<file path="src/rssc_pkg.sv">
package rssc_pkg;
    localparam int CLK_PERIOD_NS = 50;
    localparam int STRAP_WINDOW_MS = 50;
    localparam int STRAP_WINDOW_CYC = STRAP_WINDOW_MS * 1000000 / CLK_PERIOD_NS;
    localparam int ALIGN_CYC = 16;
    localparam int PIN_COUNT = 12;
    localparam int PULLDOWN_LAST = 5;
    localparam int PIN_MODE = 3;
    localparam int PIN_MCLK_HI = 1;
    localparam int PIN_MCLK_LO = 0;
    localparam int READY_BIT = 7;
    localparam logic [1:0] MCLK_24M576 = 2'h3;
    localparam logic [7:0] STATUS_RESET = 8'h00;
    typedef enum logic [1:0] {
        RSSC_HOLD,
        RSSC_STRAP,
        RSSC_ALIGN,
        RSSC_RUN
    } rssc_state_type;
endpackage

</file>
<file path="src/rssc_sequencer.sv">
// How it works
// - Low on the power-on reset input holds the whole block in reset.
// - Ready status bit 7 rises once register access is allowed.
// - After reset, an alignment pulse phase-aligns reference and output clocks.
// - Pin 3 level picks I2C or SPI host port mode.
// - Pins 1 and 0 pick the master clock rate.
// - Code 3 means 24.576 MHz; codes 0 to 2 are reserved.
// - Undriven pins 0 to 5 read low, pins 6 to 11 read high.
// - Boot from default or one-time config, then accept host writes.
// - Host-written config is volatile and cleared by reset.
// - Status is readable through the same serial host port.
// - SPI read data leaves on serial out; in I2C it is address select.
// - SPI select is active low; in I2C it is address select.
// - Released pins gate precision outputs and post-divider clock edges.
module rssc_sequencer #(
    parameter int STRAP_CYCLES = rssc_pkg::STRAP_WINDOW_CYC,
    parameter int PINS = rssc_pkg::PIN_COUNT
) (
    input wire logic core_clk,
    input wire logic reset,
    input wire logic powerOnReset_n,
    input wire logic testEnable,
    input wire logic [PINS-1:0] generalPinIn,
    input wire logic [PINS-1:0] generalPinDriven,
    input wire logic [PINS-1:0] userPinOut,
    input wire logic [PINS-1:0] userPinOe,
    output logic [PINS-1:0] generalPinOut,
    output logic [PINS-1:0] generalPinOe,
    input wire logic otpValid,
    input wire logic [7:0] otpConfig,
    input wire logic [7:0] defaultConfig,
    input wire logic hostWrite,
    input wire logic [7:0] hostWriteData,
    input wire logic hostStatusRead,
    input wire logic hostSelect_n,
    input wire logic hostReadBit,
    input wire logic hostAddr1In,
    input wire logic [1:0] stepEdgeSel,
    output logic [7:0] activeConfig,
    output logic [7:0] statusReg,
    output logic [7:0] statusReadData,
    output logic hostIsI2c,
    output logic [1:0] masterClockSel,
    output logic masterClockValid,
    output logic alignPulse,
    output logic testModeActive,
    output logic host_serial_out_addr1,
    output logic host_serial_out_addr1_oe,
    output logic [1:0] i2cAddrSel,
    output logic [3:0] precisionOutEnable,
    output logic [1:0] postDivRun
);
    localparam int CW = $clog2(STRAP_CYCLES + 1);
    localparam logic [CW-1:0] STRAP_LAST = CW'(STRAP_CYCLES - 1);
    localparam logic [4:0] ALIGN_LAST = 5'(rssc_pkg::ALIGN_CYC - 1);

    logic inReset;
    logic [PINS-1:0] pinLevel;
    logic [PINS-1:0] padOut;
    logic [PINS-1:0] padOe;

    rssc_pkg::rssc_state_type state_q;
    rssc_pkg::rssc_state_type state_d;
    logic [CW-1:0] count_q;
    logic [CW-1:0] count_d;
    logic [4:0] align_q;
    logic [4:0] align_d;
    logic mode_q;
    logic mode_d;
    logic [1:0] mclk_q;
    logic [1:0] mclk_d;
    logic [7:0] config_q;
    logic [7:0] config_d;
    logic [7:0] rdata_q;
    logic [7:0] rdata_d;
    logic alignP_q;
    logic alignP_d;
    logic test_q;
    logic test_d;
    logic so_q;
    logic so_d;
    logic soOe_q;
    logic soOe_d;
    logic [1:0] asel_q;
    logic [1:0] asel_d;
    logic [3:0] precEn_q;
    logic [3:0] precEn_d;
    logic [1:0] divRun_q;
    logic [1:0] divRun_d;
    logic [1:0] ctrlPrev_q;
    logic [1:0] ctrlPrev_d;
    logic released;
    logic ready;

    // Both the external pin and the core reset force the sequence back
    assign inReset = reset | ~powerOnReset_n;
    assign released = (state_q == rssc_pkg::RSSC_ALIGN) || (state_q == rssc_pkg::RSSC_RUN);
    assign ready = (state_q == rssc_pkg::RSSC_RUN);

    genvar gi;
    generate
        for (gi = 0; gi < PINS; gi++) begin : g_pin
            rssc_pin_cell #(
                .PULL_HIGH(gi > rssc_pkg::PULLDOWN_LAST)
            ) u_cell (
                .core_clk(core_clk),
                .reset(inReset),
                .padIn(generalPinIn[gi]),
                .padDriven(generalPinDriven[gi]),
                .userOut(userPinOut[gi]),
                .userOe(userPinOe[gi]),
                .released(released),
                .pinLevel(pinLevel[gi]),
                .padOut(padOut[gi]),
                .padOe(padOe[gi])
            );
        end
    endgenerate

    always_comb begin
        state_d = state_q;
        count_d = count_q;
        align_d = align_q;
        mode_d = mode_q;
        mclk_d = mclk_q;
        alignP_d = 1'b0;
        unique case (state_q)
            rssc_pkg::RSSC_HOLD: begin
                count_d = '0;
                state_d = rssc_pkg::RSSC_STRAP;
            end
            rssc_pkg::RSSC_STRAP: begin
                count_d = count_q + CW'(1);
                if (count_q == STRAP_LAST) begin
                    // Single capture at window end; later pin activity is ignored
                    mode_d = pinLevel[rssc_pkg::PIN_MODE];
                    mclk_d = {pinLevel[rssc_pkg::PIN_MCLK_HI],
                              pinLevel[rssc_pkg::PIN_MCLK_LO]};
                    align_d = '0;
                    state_d = rssc_pkg::RSSC_ALIGN;
                end
            end
            rssc_pkg::RSSC_ALIGN: begin
                // Outputs are realigned to the reference before access opens
                alignP_d = 1'b1;
                align_d = align_q + 5'h01;
                if (align_q == ALIGN_LAST) begin
                    state_d = rssc_pkg::RSSC_RUN;
                end
            end
            rssc_pkg::RSSC_RUN: begin
                state_d = rssc_pkg::RSSC_RUN;
            end
        endcase
    end

    always_comb begin
        config_d = config_q;
        // Boot source picked in the one hold cycle, before the strap window opens
        if (state_q == rssc_pkg::RSSC_HOLD) begin
            config_d = otpValid ? otpConfig : defaultConfig;
        end else if (ready && hostWrite) begin
            config_d = hostWriteData;
        end
        // Status reads share the host port with configuration writes
        rdata_d = hostStatusRead ? statusReg : rdata_q;
        test_d = testEnable;
        // In SPI the pin returns read data while selected; in I2C it only listens
        so_d = hostReadBit;
        soOe_d = ready && !mode_q && !hostSelect_n;
        // In I2C both host pins only listen, and pick the device address
        asel_d = mode_q ? {hostAddr1In, hostSelect_n} : 2'h0;
        ctrlPrev_d = pinLevel[9:8];
        precEn_d = released ? pinLevel[7:4] : 4'h0;
        divRun_d = divRun_q;
        // Each post-divider starts or stops on the chosen edge of its control pin
        for (int k = 0; k < 2; k++) begin
            if (!released) begin
                divRun_d[k] = 1'b0;
            end else if (stepEdgeSel[k] ? (pinLevel[8+k] & ~ctrlPrev_q[k])
                                        : (~pinLevel[8+k] & ctrlPrev_q[k])) begin
                divRun_d[k] = ~divRun_q[k];
            end
        end
    end

    always_ff @(posedge core_clk) begin
        if (inReset) begin
            state_q <= rssc_pkg::RSSC_HOLD;
            count_q <= '0;
            align_q <= '0;
            mode_q <= 1'b0;
            mclk_q <= 2'h0;
            alignP_q <= 1'b0;
            config_q <= rssc_pkg::STATUS_RESET; // Volatile writes lost
            rdata_q <= rssc_pkg::STATUS_RESET;
            test_q <= 1'b0;
            so_q <= 1'b0;
            soOe_q <= 1'b0;
            asel_q <= 2'h0;
            precEn_q <= 4'h0;
            divRun_q <= 2'h0;
            ctrlPrev_q <= 2'h3; // Pull-up level, so no false edge after reset
        end else begin
            state_q <= state_d;
            count_q <= count_d;
            align_q <= align_d;
            mode_q <= mode_d;
            mclk_q <= mclk_d;
            alignP_q <= alignP_d;
            config_q <= config_d;
            rdata_q <= rdata_d;
            test_q <= test_d;
            so_q <= so_d;
            soOe_q <= soOe_d;
            asel_q <= asel_d;
            precEn_q <= precEn_d;
            divRun_q <= divRun_d;
            ctrlPrev_q <= ctrlPrev_d;
        end
    end

    logic [7:0] status_q;
    logic [7:0] status_d;
    logic mcValid_q;
    logic mcValid_d;

    always_comb begin
        status_d = {ready, 4'h0, mode_q, mclk_q};
        // Reserved strap codes never report a usable master clock
        mcValid_d = status_d[rssc_pkg::READY_BIT] && (mclk_q == rssc_pkg::MCLK_24M576);
    end

    always_ff @(posedge core_clk) begin
        if (inReset) begin
            status_q <= rssc_pkg::STATUS_RESET;
            mcValid_q <= 1'b0;
        end else begin
            status_q <= status_d;
            mcValid_q <= mcValid_d;
        end
    end

    assign statusReg = status_q;
    assign statusReadData = rdata_q;
    assign activeConfig = config_q;
    assign hostIsI2c = mode_q;
    assign masterClockSel = mclk_q;
    assign masterClockValid = mcValid_q;
    assign alignPulse = alignP_q;
    assign testModeActive = test_q;
    assign host_serial_out_addr1 = so_q;
    assign host_serial_out_addr1_oe = soOe_q;
    assign i2cAddrSel = asel_q;
    assign precisionOutEnable = precEn_q;
    assign postDivRun = divRun_q;
    assign generalPinOut = padOut;
    assign generalPinOe = padOe;

    AST_RESET_HOLD: assert property (@(posedge core_clk)
        !powerOnReset_n |=> (state_q == rssc_pkg::RSSC_HOLD) && !statusReg[7])
        else $error("block not held in reset");
    AST_READY_AFTER_ALIGN: assert property (@(posedge core_clk) disable iff (inReset)
        $rose(state_q == rssc_pkg::RSSC_RUN) |=> statusReg[7])
        else $error("ready not raised after alignment");
    AST_NO_READY_EARLY: assert property (@(posedge core_clk) disable iff (inReset)
        state_q != rssc_pkg::RSSC_RUN |=> !statusReg[7])
        else $error("ready raised early");
    AST_ALIGN_LEN: assert property (@(posedge core_clk) disable iff (inReset)
        $rose(alignPulse) |-> alignPulse [*8] ##1 alignPulse [*8] ##1 !alignPulse)
        else $error("alignment pulse of wrong length");
    AST_STRAP_HOLD: assert property (@(posedge core_clk) disable iff (inReset)
        released && $past(released) |-> $stable(hostIsI2c) && $stable(masterClockSel))
        else $error("strap value changed after latch");
    AST_NO_DRIVE_STRAP: assert property (@(posedge core_clk) disable iff (inReset)
        !released |=> generalPinOe == '0)
        else $error("strap pin driven during window");
    AST_SO_I2C_QUIET: assert property (@(posedge core_clk) disable iff (inReset)
        hostIsI2c |-> !host_serial_out_addr1_oe)
        else $error("serial out driven in I2C mode");
    AST_VOLATILE: assert property (@(posedge core_clk)
        $past(inReset) && !inReset |=> activeConfig == ($past(otpValid) ? $past(otpConfig)
        : $past(defaultConfig)))
        else $error("host config survived reset");
    AST_MCLK_RESERVED: assert property (@(posedge core_clk) disable iff (inReset)
        masterClockSel != rssc_pkg::MCLK_24M576 |=> !masterClockValid)
        else $error("reserved master clock code reported valid");
    AST_HOST_WRITE: assert property (@(posedge core_clk) disable iff (inReset)
        ready && hostWrite |=> activeConfig == $past(hostWriteData))
        else $error("host write not applied");

    COV_READY: cover property (@(posedge core_clk) $rose(statusReg[7]));
    COV_I2C: cover property (@(posedge core_clk) statusReg[7] && hostIsI2c);
    COV_HOST_WR: cover property (@(posedge core_clk) statusReg[7] && hostWrite);
    COV_SPI_READ: cover property (@(posedge core_clk) host_serial_out_addr1_oe);
    COV_DIV_RUN: cover property (@(posedge core_clk) postDivRun == 2'h3);
endmodule

</file>
<file path="src/rssc_pin_cell.sv">
module rssc_pin_cell #(
    parameter bit PULL_HIGH = 1'b0
) (
    input wire logic core_clk,
    input wire logic reset,
    input wire logic padIn,
    input wire logic padDriven,
    input wire logic userOut,
    input wire logic userOe,
    input wire logic released,
    output logic pinLevel,
    output logic padOut,
    output logic padOe
);
    logic level_q;
    logic level_d;
    logic out_q;
    logic out_d;
    logic oe_q;
    logic oe_d;

    always_comb begin
        // Internal pull decides an undriven pin
        level_d = padDriven ? padIn : PULL_HIGH;
        // Pin is never driven while it still serves as a strap
        oe_d = released & userOe;
        out_d = userOut;
    end

    always_ff @(posedge core_clk) begin
        if (reset) begin
            level_q <= PULL_HIGH;
            out_q <= 1'b0;
            oe_q <= 1'b0;
        end else begin
            level_q <= level_d;
            out_q <= out_d;
            oe_q <= oe_d;
        end
    end

    assign pinLevel = level_q;
    assign padOut = out_q;
    assign padOe = oe_q;
endmodule

</file>
<file path="config.mk">
export PLATFORM = sky130hd
export DESIGN_NAME = rssc_sequencer
export DESIGN_NICKNAME = d
export VERILOG_FILES = /design/src/rssc_pkg.sv /design/src/rssc_sequencer.sv /design/src/rssc_pin_cell.sv
export SDC_FILE = /design/constraint.sdc
export NUM_CORES = 1
export LEC_CHECK = 0
export ABC_AREA = 1
export BUFFER_PORTS_ARGS = -buffer_cell sky130_fd_sc_hd__buf_2
export CAP_MARGIN = 20
export CELL_PAD_IN_SITES_DETAIL_PLACEMENT = 0
export CELL_PAD_IN_SITES_GLOBAL_PLACEMENT = 1
export CORE_ASPECT_RATIO = 1.75
export CORE_MARGIN = 2
export CORE_UTILIZATION = 35
export CTS_CLUSTER_DIAMETER = 100
export CTS_CLUSTER_SIZE = 24
export DETAILED_ROUTE_END_ITERATION = 8
export PLACE_DENSITY = 0.79
export REMOVE_ABC_BUFFERS = 1
export SLEW_MARGIN = 40
export SYNTH_ARGS = -nofsm -noshare
export SYNTH_HDL_FRONTEND = slang
export SYNTH_SLANG_ARGS = --single-unit
</file>
<file path="constraint.sdc">
create_clock -name core_clk -period 1.5 [get_ports core_clk]
set_input_delay 0.225 -clock core_clk [delete_from_list [all_inputs] [get_ports core_clk]]
set_output_delay 0.225 -clock core_clk [all_outputs]
set_load 0.005 [all_outputs]
</file>
; Word-level counts from Yosys, hierarchy flattened
; Cells that the tools add are included.
[word_totals]
reg_bits = 102
input_bits = 84
elab_cells = 134
out_inout_bits = 64
[op_classes]
mux = 12
addsub = 2
eq_ne = 8
reduce_logical = 25
n_bitwise = 35
[op_table]
columns = cell, count
row1 = $pmux W20 S2, 1
row2 = $mux W8, 3
row3 = $reduce_or A2 Y1, 11
row4 = $add A20 B1 Y20 const B, 1
row5 = $eq A20 B20 Y1 const B, 1
row6 = $not A1 Y1, 18
row7 = $and A1 B1 Y1, 16
row8 = $pmux W5 S2, 1
row9 = $pmux W2 S4, 1
row10 = $eq A2 B2 Y1 const B, 3
row11 = $reduce_and A2 Y1, 3
row12 = $reduce_bool A2 Y1, 3
row13 = $add A5 B1 Y5 const B, 1
row14 = $eq A5 B4 Y1 const B, 1
row15 = $mux W5, 1
row16 = $logic_and A1 B1 Y1, 4
row17 = $mux W2, 2
row18 = $mux W1, 3
row19 = $eq A2 B1 Y1 const B, 1
row20 = $logic_not A1 Y1, 2
row21 = $logic_not A2 Y1, 1
row22 = $ne A2 B1 Y1 const B, 1
row23 = $ne A2 B2 Y1 const B, 1
row24 = $logic_or A1 B1 Y1, 1
row25 = $or A1 B1 Y1, 1

; Longest topological paths before layout
; Gate-level depths: netlist (run 1).
[logic_depth]
word_depth = 4
depth_mapped = 9
depth_no_buf = 9

; Modules after synthesis
; A second synthesis (run 1) with hierarchy kept.
[hier_totals]
cells_unflattened = 492
hier_area_um2 = 3687.3
[by_module_without_submodules]
columns = mod, area_per_inst_um2, cells_each, seq_area_each_um2, instances
row1 = rssc_sequencer, 2696.3, 384, 1221.2, 1
row2 = rssc_pin_cell, 82.6, 9, 60.1, 12

; Worst setup path after synthesis (run 1)
; No wires, ideal clock.
[synth_path]
kind = register to register
from = register count_q[0]
to = register count_q[12]
setup_ns = 0.118
slack_ns = 0.176
path_stages_with_launch = 9
arrival_time_ns = 1.206
synth_period_minus_slack_ns = 1.324
n_path_buf = 0
required_ns = 1.382
cell_sequence = dfxtp_1 > ha_1 > nand2_2 > nor2_4 > nand2_4 > nor2_4 > nand3_1 > nor3_1 > nor2_1
[synth_between]
elab_chain_len = 2
[synth_rtl]
columns = element, line
row1 = start: declaration, rssc_sequencer.sv:64  ; logic [CW-1:0] count_q;
row2 = start signal: assignment, rssc_sequencer.sv:206  ; count_q <= count_d;
row3 = $add A20 B1 Y20, rssc_sequencer.sv:133  ; count_d = count_q + CW'(1);
row4 = $pmux W20 S2, rssc_sequencer.sv:127  ; unique case (state_q)
; No other way between the ends.
; A chain may end at the register's enable or synchronous reset.

; Worst setup path in the final report (run 1)
; Same ends and word-level chain as after synthesis.

==> impl_metrics.env, run 1 <==
export IMPL_outcome="complete, no violations"
export IMPL_initial_core_util_pct=35.8
export IMPL_hold_buffers=0
export IMPL_layout_common_cells="buf_2, dfxtp_1, nand2_1, nor2_1, inv_1"
export IMPL_layoutNonFillerInstCount=759
export IMPL_nets=709
export IMPL_synth_area_leaders="dfxtp_1, nand2_1, nor2_1, buf_4, inv_1"
export IMPL_power_density_mw_per_mm2=1020
export IMPL_grt_pass1_wl_um=15700
export IMPL_synth_seq_cells=94
export IMPL_num_vias=3483
export IMPL_final_antenna_net_count=0
export IMPL_synth_top_area_share_pct=47.3
export IMPL_syn_area_per_cell_um2=7.79
export IMPL_finalSetupViolations=0
export IMPL_arrival_ps=1650
export IMPL_worst_hold_slack_ps=44.3
export IMPL_cts_max_level=3
export IMPL_clk_pin_slew_ps=80
export IMPL_synth_cell_types=37
export IMPL_dr_pass1_iters=4
export IMPL_fin_worst_skew_ps=10.6
export IMPL_slowest_delay_ps=390
export IMPL_place_hpwl_um=7530
export IMPL_dieArea_mm2=0.0123
export IMPL_cts_root_buf="clkbuf_16"
export IMPL_p_leak_nw=2.29
export IMPL_period_needed_ps=1420
export IMPL_core_area_mm2=0.0111
export IMPL_wire_per_inst_um=12.6
export IMPL_ir_drop_mv=0.566
export IMPL_fp_dieH_um=145
export IMPL_fp_dieW_um=84.6
export IMPL_drv_cap=0
export IMPL_gr_total_overflow=0
export IMPL_cts_made_buffers=9
export IMPL_fill_cells=1184
export IMPL_grt_pass1_vias=3516
export IMPL_clk_path_buf_depth=2
export IMPL_path_max_fanout=4
export IMPL_maxSlewViolCount=0
export IMPL_grtUsageTotal_pct=15.9
export IMPL_drive_gt1_share_pct=32.1
export IMPL_path_common_cell="nor2_4"
export IMPL_pin_count=148
export IMPL_cts_tree="built"
export IMPL_period_share_pct=94.7
export IMPL_path_cells="ha_4 -> nand2_2 -> nor2_4 -> nand2_4 -> nor2_4 -> nand3_4 -> nor3_2 -> nor2_1"
export IMPL_utilization_pct=44.3
export IMPL_layout_commonest_cell="buf_2"
export IMPL_clkLatencyLatePin_ps=340
export IMPL_clock_sinks=94
export IMPL_antenna_found_initial=0
export IMPL_cts_resized=0
export IMPL_vias_per_cell=4.59
export IMPL_row_count=51
export IMPL_syn_inst=510
export IMPL_yosys_warnings=0
export IMPL_io_buffers=133
export IMPL_cts_setup_buffers=0
export IMPL_globalplace_congestion=0.790
export IMPL_critPathRequiredTime_ps=1730
export IMPL_diodes=0
export IMPL_drtIter0Drc=145
export IMPL_grt_start_max_net_pins=42
export IMPL_max_freq_mhz=704
export IMPL_hold_path_class="input port to flip-flop"
export IMPL_crit_slowest_cell="dfxtp_2"
export IMPL_finalHoldViolations=0
export IMPL_area_growth_pct=23.8
export IMPL_drc=0
export IMPL_yosysSeqAreaShare_pct=47.3
export IMPL_wirelength_um=9580
export IMPL_startpoint_type="flip-flop"
export IMPL_synth_top_area_cell="dfxtp_1"
export IMPL_critPathCaptureType="flip-flop"
export IMPL_critical_path_class="flip-flop to flip-flop"
export IMPL_synth_cell_area_mm2=0.00398
export IMPL_dp_cells=743
-- Yosys cell counts --
cell type,number
dfxtp_1,94
nand2_1,91
nor2_1,70
inv_1,58
a21oi_1,40
buf_4,34
nand3_1,16
nor3_1,12
o21ai_0,11
o21ai_1,11
nand4_1,8
buf_2,7
inv_2,7
nor2_4,7
nor2_2,5
nand2_2,4
nand3b_1,4
ha_1,3
nand3_2,3
and3_1,2
buf_6,2
nand2_4,2
nor3_4,2
o211ai_1,2
o22ai_1,2
xor2_1,2
a211oi_1,1
a2bb2oi_1,1
a32o_1,1
buf_1,1
clkbuf_2,1
conb_1,1
inv_4,1
nand4_2,1
nor3_2,1
nor3b_2,1
or2_2,1
-- final timing paths --
path                               to  cells after the start                startpoint  slack [ps]
min reg2reg     precisionOutEnable[3]                      2  g_pin[7].u_cell.pinLevel         410
min          host_serial_out_addr1_oe                      2              hostSelect_n          40
max reg2reg               count_q[12]                      8                count_q[0]          80
max                       count_q[12]                      8                count_q[0]          80
-- layer usage --
| metal | wire length (um) | track usage (%) | up-vias | part of all wire [%] |
|---|---|---|---|---|
| met1 | 3380 | 14.9 | 1590 | 35 |
| met4 | 201 | 5.87 | 0 | 2.1 |
| met5 | 0 | 0 | - | 0 |
| li1 | - | - | 1788 | - |
| met2 | 5600 | 32.2 | 90 | 58 |
| met3 | 392 | 3.19 | 15 | 4.1 |
-- kinds of logic (layout without fill, tap and decap cells) --
kind of cell               Yosys count  in the layout  synth area share, %
AOI/OAI and AO/OA                   69             69                 9.16
xor gates and xnor gates             2              2                0.441
adders and majority gates            3              3                0.944
buffers and inverters              111            221                 14.4
DFF                                 94             94                 47.3
other                                1              8               0.0943
and+or+nand+nor                    230            230                 27.6
-- area by class of cell --
cell class	instances	area, um^2	area share [%]
Clock buffer	9	225	4.58
Clock inverter	7	66.3	1.35
Inverter	66	250	5.09
Tap cell	132	165	3.36
Multi-Input combinational cell	312	1610	32.6
Timing Repair Buffer	139	723	14.7
Sequential cell	94	1880	38.3
-- worst max-delay path: cells and delay by family (launching register included) --
kind | cells | cell delay [ps]
flops | 1 | 390
fa+ha+maj | 1 | 160
simple gates | 7 | 760
-- state kept, by name (all words and copies together), names as in the netlist, 5 cells and up --
register               cells
g_pin.u_cell.padOut       12
align_q                    5
g_pin.u_cell.pinLevel      9
g_pin.u_cell.padOe        12
count_q                   20
activeConfig               8
-- report_power, final --
part           internal, W  switching [W]  leakage [nW]
combinational     0.000139       0.000154          1.39
sequential         0.00253      0.0000163         0.763
clock              0.00116        0.00103         0.141
-- stage by stage --
step	area, um^2	setup WS, ps	TNS [ps]	total power [W]
final	4920	80.1	0	0.00503
after global routing	4920	-8.01	-8.01	0.00523
after CTS	4860	32.8	0	0.00511
after detailed placement	4570	25.7	0	0.00290
after global placement	4570	60.4	0	0.00289
after floorplan	3680	-3.68	-3.68	0.00273
Note: power is estimated with default switching activity, not from simulation.
==> run 2: changes to the inputs <==
--- a/config.mk
+++ b/config.mk
@@ -7,10 +7,8 @@
 export LEC_CHECK = 0
 export ABC_AREA = 1
 export BUFFER_PORTS_ARGS = -buffer_cell sky130_fd_sc_hd__buf_2
-export CAP_MARGIN = 20
 export CELL_PAD_IN_SITES_DETAIL_PLACEMENT = 0
 export CELL_PAD_IN_SITES_GLOBAL_PLACEMENT = 1
-export CORE_ASPECT_RATIO = 1.75
 export CORE_MARGIN = 2
 export CORE_UTILIZATION = 35
 export CTS_CLUSTER_DIAMETER = 100
==> impl_metrics.env, run 2 (synthesized netlist as in run 1, its figures left out) <==
export IMPL_r2r_slack_ps=120
export IMPL_critPathCaptureType="flip-flop"
export IMPL_wirelength_um=8850
export IMPL_antenna_found_initial=0
export IMPL_clock_sinks=94
export IMPL_critPathRequiredTime_ps=1720
export IMPL_area_growth_pct=25.0
export IMPL_hold_path_class="input port to flip-flop"
export IMPL_holdPathStages=2
export IMPL_io_buffers=133
export IMPL_place_hpwl_um=6800
export IMPL_core_area_mm2=0.0110
export IMPL_hold_buffers=0
export IMPL_wire_per_inst_um=11.4
export IMPL_regArea_mm2=0.00189
export IMPL_worst_hold_slack_ps=63.9
export IMPL_drv_cap=0
export IMPL_fin_worst_skew_ps=5.48
export IMPL_drc=0
export IMPL_max_freq_mhz=722
export IMPL_slowest_delay_ps=360
export IMPL_grtUsageTotal_pct=14.4
export IMPL_setup_tns_ps=0
export IMPL_maxSlewViolCount=0
export IMPL_layout_commonest_cell="buf_2"
export IMPL_hp_start="hostSelect_n"
export IMPL_clk_path_buf_depth=2
export IMPL_power_w=0.00497
export IMPL_timing_rr_end="count_q[9]"
export IMPL_cts_max_level=3
export IMPL_cts_made_buffers=9
export IMPL_critical_path_class="flip-flop to flip-flop"
export IMPL_globalplace_congestion=0.818
export IMPL_p_leak_nw=2.30
export IMPL_drive_gt1_share_pct=32.5
export IMPL_pin_count=148
export IMPL_fp_dieH_um=111
export IMPL_clkLatencyLatePin_ps=330
export IMPL_arrival_ps=1600
export IMPL_fp_dieW_um=111
export IMPL_finalSetupViolations=0
export IMPL_period_needed_ps=1380
export IMPL_ir_drop_mv=0.553
export IMPL_initial_core_util_pct=36.2
export IMPL_period_share_pct=92.3
export IMPL_utilization_pct=45.2
export IMPL_diodes=0
export IMPL_reg2reg_depth=8
export IMPL_gr_total_overflow=0
export IMPL_fill_cells=1138
export IMPL_hold_end="host_serial_out_addr1_oe"
export IMPL_multi_input_area_mm2=0.00160
export IMPL_crit_slowest_cell="dfxtp_2"
export IMPL_worst_path_buf_inv=1
export IMPL_path_max_fanout=3
export IMPL_grt_pass1_vias=3358
export IMPL_r2r_start="count_q[0]"
export IMPL_pre_cts_ws_ps=14.0
export IMPL_dr_pass1_iters=4
export IMPL_largest_reg_flops=20
export IMPL_cts_root_buf="clkbuf_16"
export IMPL_grt_pass1_wl_um=15000
export IMPL_grt_start_max_net_pins=29
export IMPL_nets=716
export IMPL_outcome="complete, no violations"
export IMPL_row_count=38
export IMPL_largest_register="count_q"
export IMPL_layout_common_cells="buf_2, nand2_1, dfxtp_1, nor2_1, inv_1"
export IMPL_setup_ws_ps=116
export IMPL_vias_per_cell=4.46
export IMPL_dieArea_mm2=0.0122
export IMPL_critPathTopFamily="simple AND/OR/NAND/NOR gates"
export IMPL_drtIter0Drc=168
export IMPL_clk_pin_slew_ps=70
export IMPL_cts_tree="built"
export IMPL_final_antenna_net_count=0
export IMPL_num_vias=3449
export IMPL_power_density_mw_per_mm2=1000
export IMPL_path_cells="buf_4 -> nand3_4 -> nor2_4 -> nand2_1 -> nor2_2 -> nand2_1 -> o21ai_2 -> a21oi_1"
export IMPL_startpoint_type="flip-flop"
export IMPL_finalHoldViolations=0
export IMPL_path_common_cell="nand2_1"
run 2: worst reg2reg max path: stages, from the launching register on:
cell and delay [ps]:
dfxtp_2 360, buf_4 140, nand3_4 90, nor2_4 150, nand2_1 100, nor2_2 160
nand2_1 100, o21ai_2 120, a21oi_1 50
run 2: layout make-up:
| cell class | instances | share of cell area (%) |
|---|---|---|
| Clock inverter | 7 | 1.11 |
| Clock buffer | 9 | 4.53 |
| Timing Repair Buffer | 146 | 15.6 |
| Multi-Input combinational cell | 312 | 32.1 |
| Tap cell | 140 | 3.53 |
| Sequential cell | 94 | 38.0 |
| Inverter | 66 | 5.04 |
run 2: how the worst max path moves through the flow:
| stage | from | to | cells after the start |
|---|---|---|---|
| 2_1_floorplan | powerOnReset_n | count_q[7] | 6 |
| 3_3_place_gp | count_q[1] | count_q[12] | 8 |
| 5_1_grt | count_q[0] | count_q[11] | 8 |
| 6_report | count_q[0] | count_q[9] | 8 |
| 4_1_cts | count_q[1] | count_q[12] | 8 |
| 3_5_place_dp | count_q[1] | count_q[12] | 8 |
run 2: layer usage:
layer / routed length [um] / vias to the layer above / global-route usage, % / share of wire, %
li1: - / 1805 / - / -
met1: 4030 / 1511 / 17.5 / 46
met2: 4040 / 123 / 24.9 / 46
met3: 693 / 10 / 4.17 / 7.8
met4: 88 / 0 / 4.08 / 0.99
met5: 0 / - / 0 / 0
run 2: timing repair:
item	4_1_cts	5_1_grt
buffers inserted	0	3
setup endpoints to repair	1	13
pin swaps	0	3
cloned	0	0
gates resized for setup	1	13
run 2: through the flow:
step | instances | instance area [um^2]
after floorplan | 472 | 3680
after global placement | 755 | 4610
after detailed placement | 755 | 4610
after CTS | 771 | 4890
after global routing | 774 | 4970
final | 774 | 4970
run 2: report_power, final:
part | switching (W) | internal (W) | leakage (nW)
Combinational | 0.000155 | 0.000143 | 1.40
Clock | 0.000982 | 0.00114 | 0.133
Sequential | 0.0000156 | 0.00253 | 0.764
Total | 0.00115 | 0.00381 | 2.30
==> run 3: changes to the inputs <==
--- a/config.mk
+++ b/config.mk
@@ -14,6 +14,7 @@
 export CTS_CLUSTER_DIAMETER = 100
 export CTS_CLUSTER_SIZE = 24
 export DETAILED_ROUTE_END_ITERATION = 8
+export MAX_ROUTING_LAYER = met4
 export PLACE_DENSITY = 0.79
 export REMOVE_ABC_BUFFERS = 1
 export SLEW_MARGIN = 40
==> impl_metrics.env, run 3 (synthesized netlist as in run 1, its figures left out) <==
export IMPL_outcome="complete, no violations"
export IMPL_p_leak_nw=2.30
export IMPL_drive_gt1_share_pct=32.5
export IMPL_regArea_mm2=0.00189
export IMPL_cts_tree="built"
export IMPL_layout_commonest_cell="buf_2"
export IMPL_grt_util_met1_pct=17.9
export IMPL_period_needed_ps=1390
export IMPL_diodes=0
export IMPL_setup_tns_ps=0
export IMPL_drc=0
export IMPL_clkLatencyLatePin_ps=330
export IMPL_hold_end="host_serial_out_addr1_oe"
export IMPL_internal_power_w=0.00381
export IMPL_maxSlewViolCount=0
export IMPL_slowest_delay_ps=360
export IMPL_drv_cap=0
export IMPL_drtIter0Drc=167
export IMPL_power_frac_clock_pct=42.8
export IMPL_row_count=38
export IMPL_startpoint_type="flip-flop"
export IMPL_power_density_mw_per_mm2=1000
export IMPL_critPathCaptureType="flip-flop"
export IMPL_max_freq_mhz=721
export IMPL_r2r_slack_ps=110
export IMPL_reg2reg_depth=8
export IMPL_timing_rr_end="count_q[9]"
export IMPL_grt_pass1_vias=3358
export IMPL_gr_total_overflow=0
export IMPL_wire_per_inst_um=11.4
export IMPL_place_hpwl_um=6800
export IMPL_cts_root_buf="clkbuf_16"
export IMPL_cts_max_level=3
export IMPL_finalSetupViolations=0
export IMPL_holdPathStages=2
export IMPL_post_dp_cell_area_mm2=0.00461
export IMPL_critical_path_class="flip-flop to flip-flop"
export IMPL_r2r_start="count_q[0]"
export IMPL_grt_pass1_wl_um=15000
export IMPL_vias_per_cell=4.47
export IMPL_path_common_cell="nand2_1"
export IMPL_layout_common_cells="buf_2, nand2_1, dfxtp_1, nor2_1, inv_1"
export IMPL_pre_cts_ws_ps=14.0
export IMPL_num_vias=3459
export IMPL_crit_slowest_cell="dfxtp_2"
export IMPL_nets=716
export IMPL_fp_dieH_um=111
export IMPL_ir_drop_mv=0.553
export IMPL_critPathTopFamily="simple AND/OR/NAND/NOR gates"
export IMPL_p_switching_w=0.00115
export IMPL_setup_ws_ps=113
export IMPL_io_buffers=133
export IMPL_worst_hold_slack_ps=65.0
export IMPL_grtUsageTotal_pct=14.9
export IMPL_initial_core_util_pct=36.2
export IMPL_arrival_ps=1600
export IMPL_hold_path_class="input port to flip-flop"
export IMPL_finalHoldViolations=0
export IMPL_largest_register="count_q"
export IMPL_power_w=0.00497
export IMPL_critPathRequiredTime_ps=1720
export IMPL_largest_reg_flops=20
export IMPL_final_antenna_net_count=0
export IMPL_period_share_pct=92.5
export IMPL_cts_made_buffers=9
export IMPL_clk_pin_slew_ps=70
export IMPL_multi_input_area_mm2=0.00160
export IMPL_globalplace_congestion=0.830
export IMPL_area_growth_pct=25.0
export IMPL_met3_usage_pct=3.46
export IMPL_dr_pass1_iters=4
export IMPL_crit_start="count_q[0]"
export IMPL_fill_cells=1138
export IMPL_fin_worst_skew_ps=5.23
export IMPL_worst_path_buf_inv=1
export IMPL_dieArea_mm2=0.0122
export IMPL_wirelength_um=8860
export IMPL_grt_start_max_net_pins=29
export IMPL_core_area_mm2=0.0110
export IMPL_antenna_found_initial=0
export IMPL_p_comb_share_pct=6.0
export IMPL_seq_power_share_pct=51.2
export IMPL_fp_dieW_um=111
export IMPL_met2_usage_pct=24.9
export IMPL_stdcell_area_mm2=0.00497
export IMPL_pin_count=148
export IMPL_clock_sinks=94
export IMPL_path_max_fanout=3
export IMPL_swShare_pct=23.2
export IMPL_path_cells="buf_4 -> nand3_4 -> nor2_4 -> nand2_1 -> nor2_2 -> nand2_1 -> o21ai_2 -> a21oi_1"
export IMPL_hp_start="hostSelect_n"
export IMPL_clk_path_buf_depth=2
export IMPL_globalRoute_busiestLayer="met2"
## run 3: power by group through the flow
stage               clock [W]  sequential, W  combinational (W)
finish                0.00212        0.00254           0.000298
global route          0.00231        0.00255           0.000336
CTS                   0.00219        0.00255           0.000301
detailed placement          0        0.00260           0.000300
global placement            0        0.00260           0.000295
floorplan                   0        0.00261           0.000122
## run 3: layer usage
metal,vias up,part of all wire [%]
met4,0,0.76
met1,1525,46
met3,9,6.9
met2,120,46
li1,1805,-
met5,-,0
## run 3: worst max path at each step
stage | depth (start not counted) | end
2_1_floorplan | 6 | count_q[7]
3_3_place_gp | 8 | count_q[12]
3_5_place_dp | 8 | count_q[12]
4_1_cts | 8 | count_q[12]
5_1_grt | 8 | count_q[11]
6_report | 8 | count_q[9]
## run 3: area by class of cell
| type | count | area share [%] |
|---|---|---|
| clock buffer | 9 | 4.53 |
| clock inverter | 7 | 1.11 |
| inverter | 66 | 5.04 |
| multi-input combinational | 312 | 32.1 |
| sequential | 94 | 38.0 |
| tap | 140 | 3.53 |
| timing repair buffer | 146 | 15.6 |
## run 3: timing repair
| item | CTS | global route |
|---|---|---|
| setup endpoints to repair | 1 | 13 |
| resized for setup | 1 | 13 |
| hold buffers | 0 | 0 |
| pin swaps | 0 | 3 |
| setup buffers | 0 | 3 |
## run 3: through the flow
step | utilization, % | cells
floorplan | - | 472
global placement | 42.0 | 755
detailed placement | 42.0 | 755
CTS | 44.5 | 771
global route | 45.2 | 774
finish | 45.2 | 774
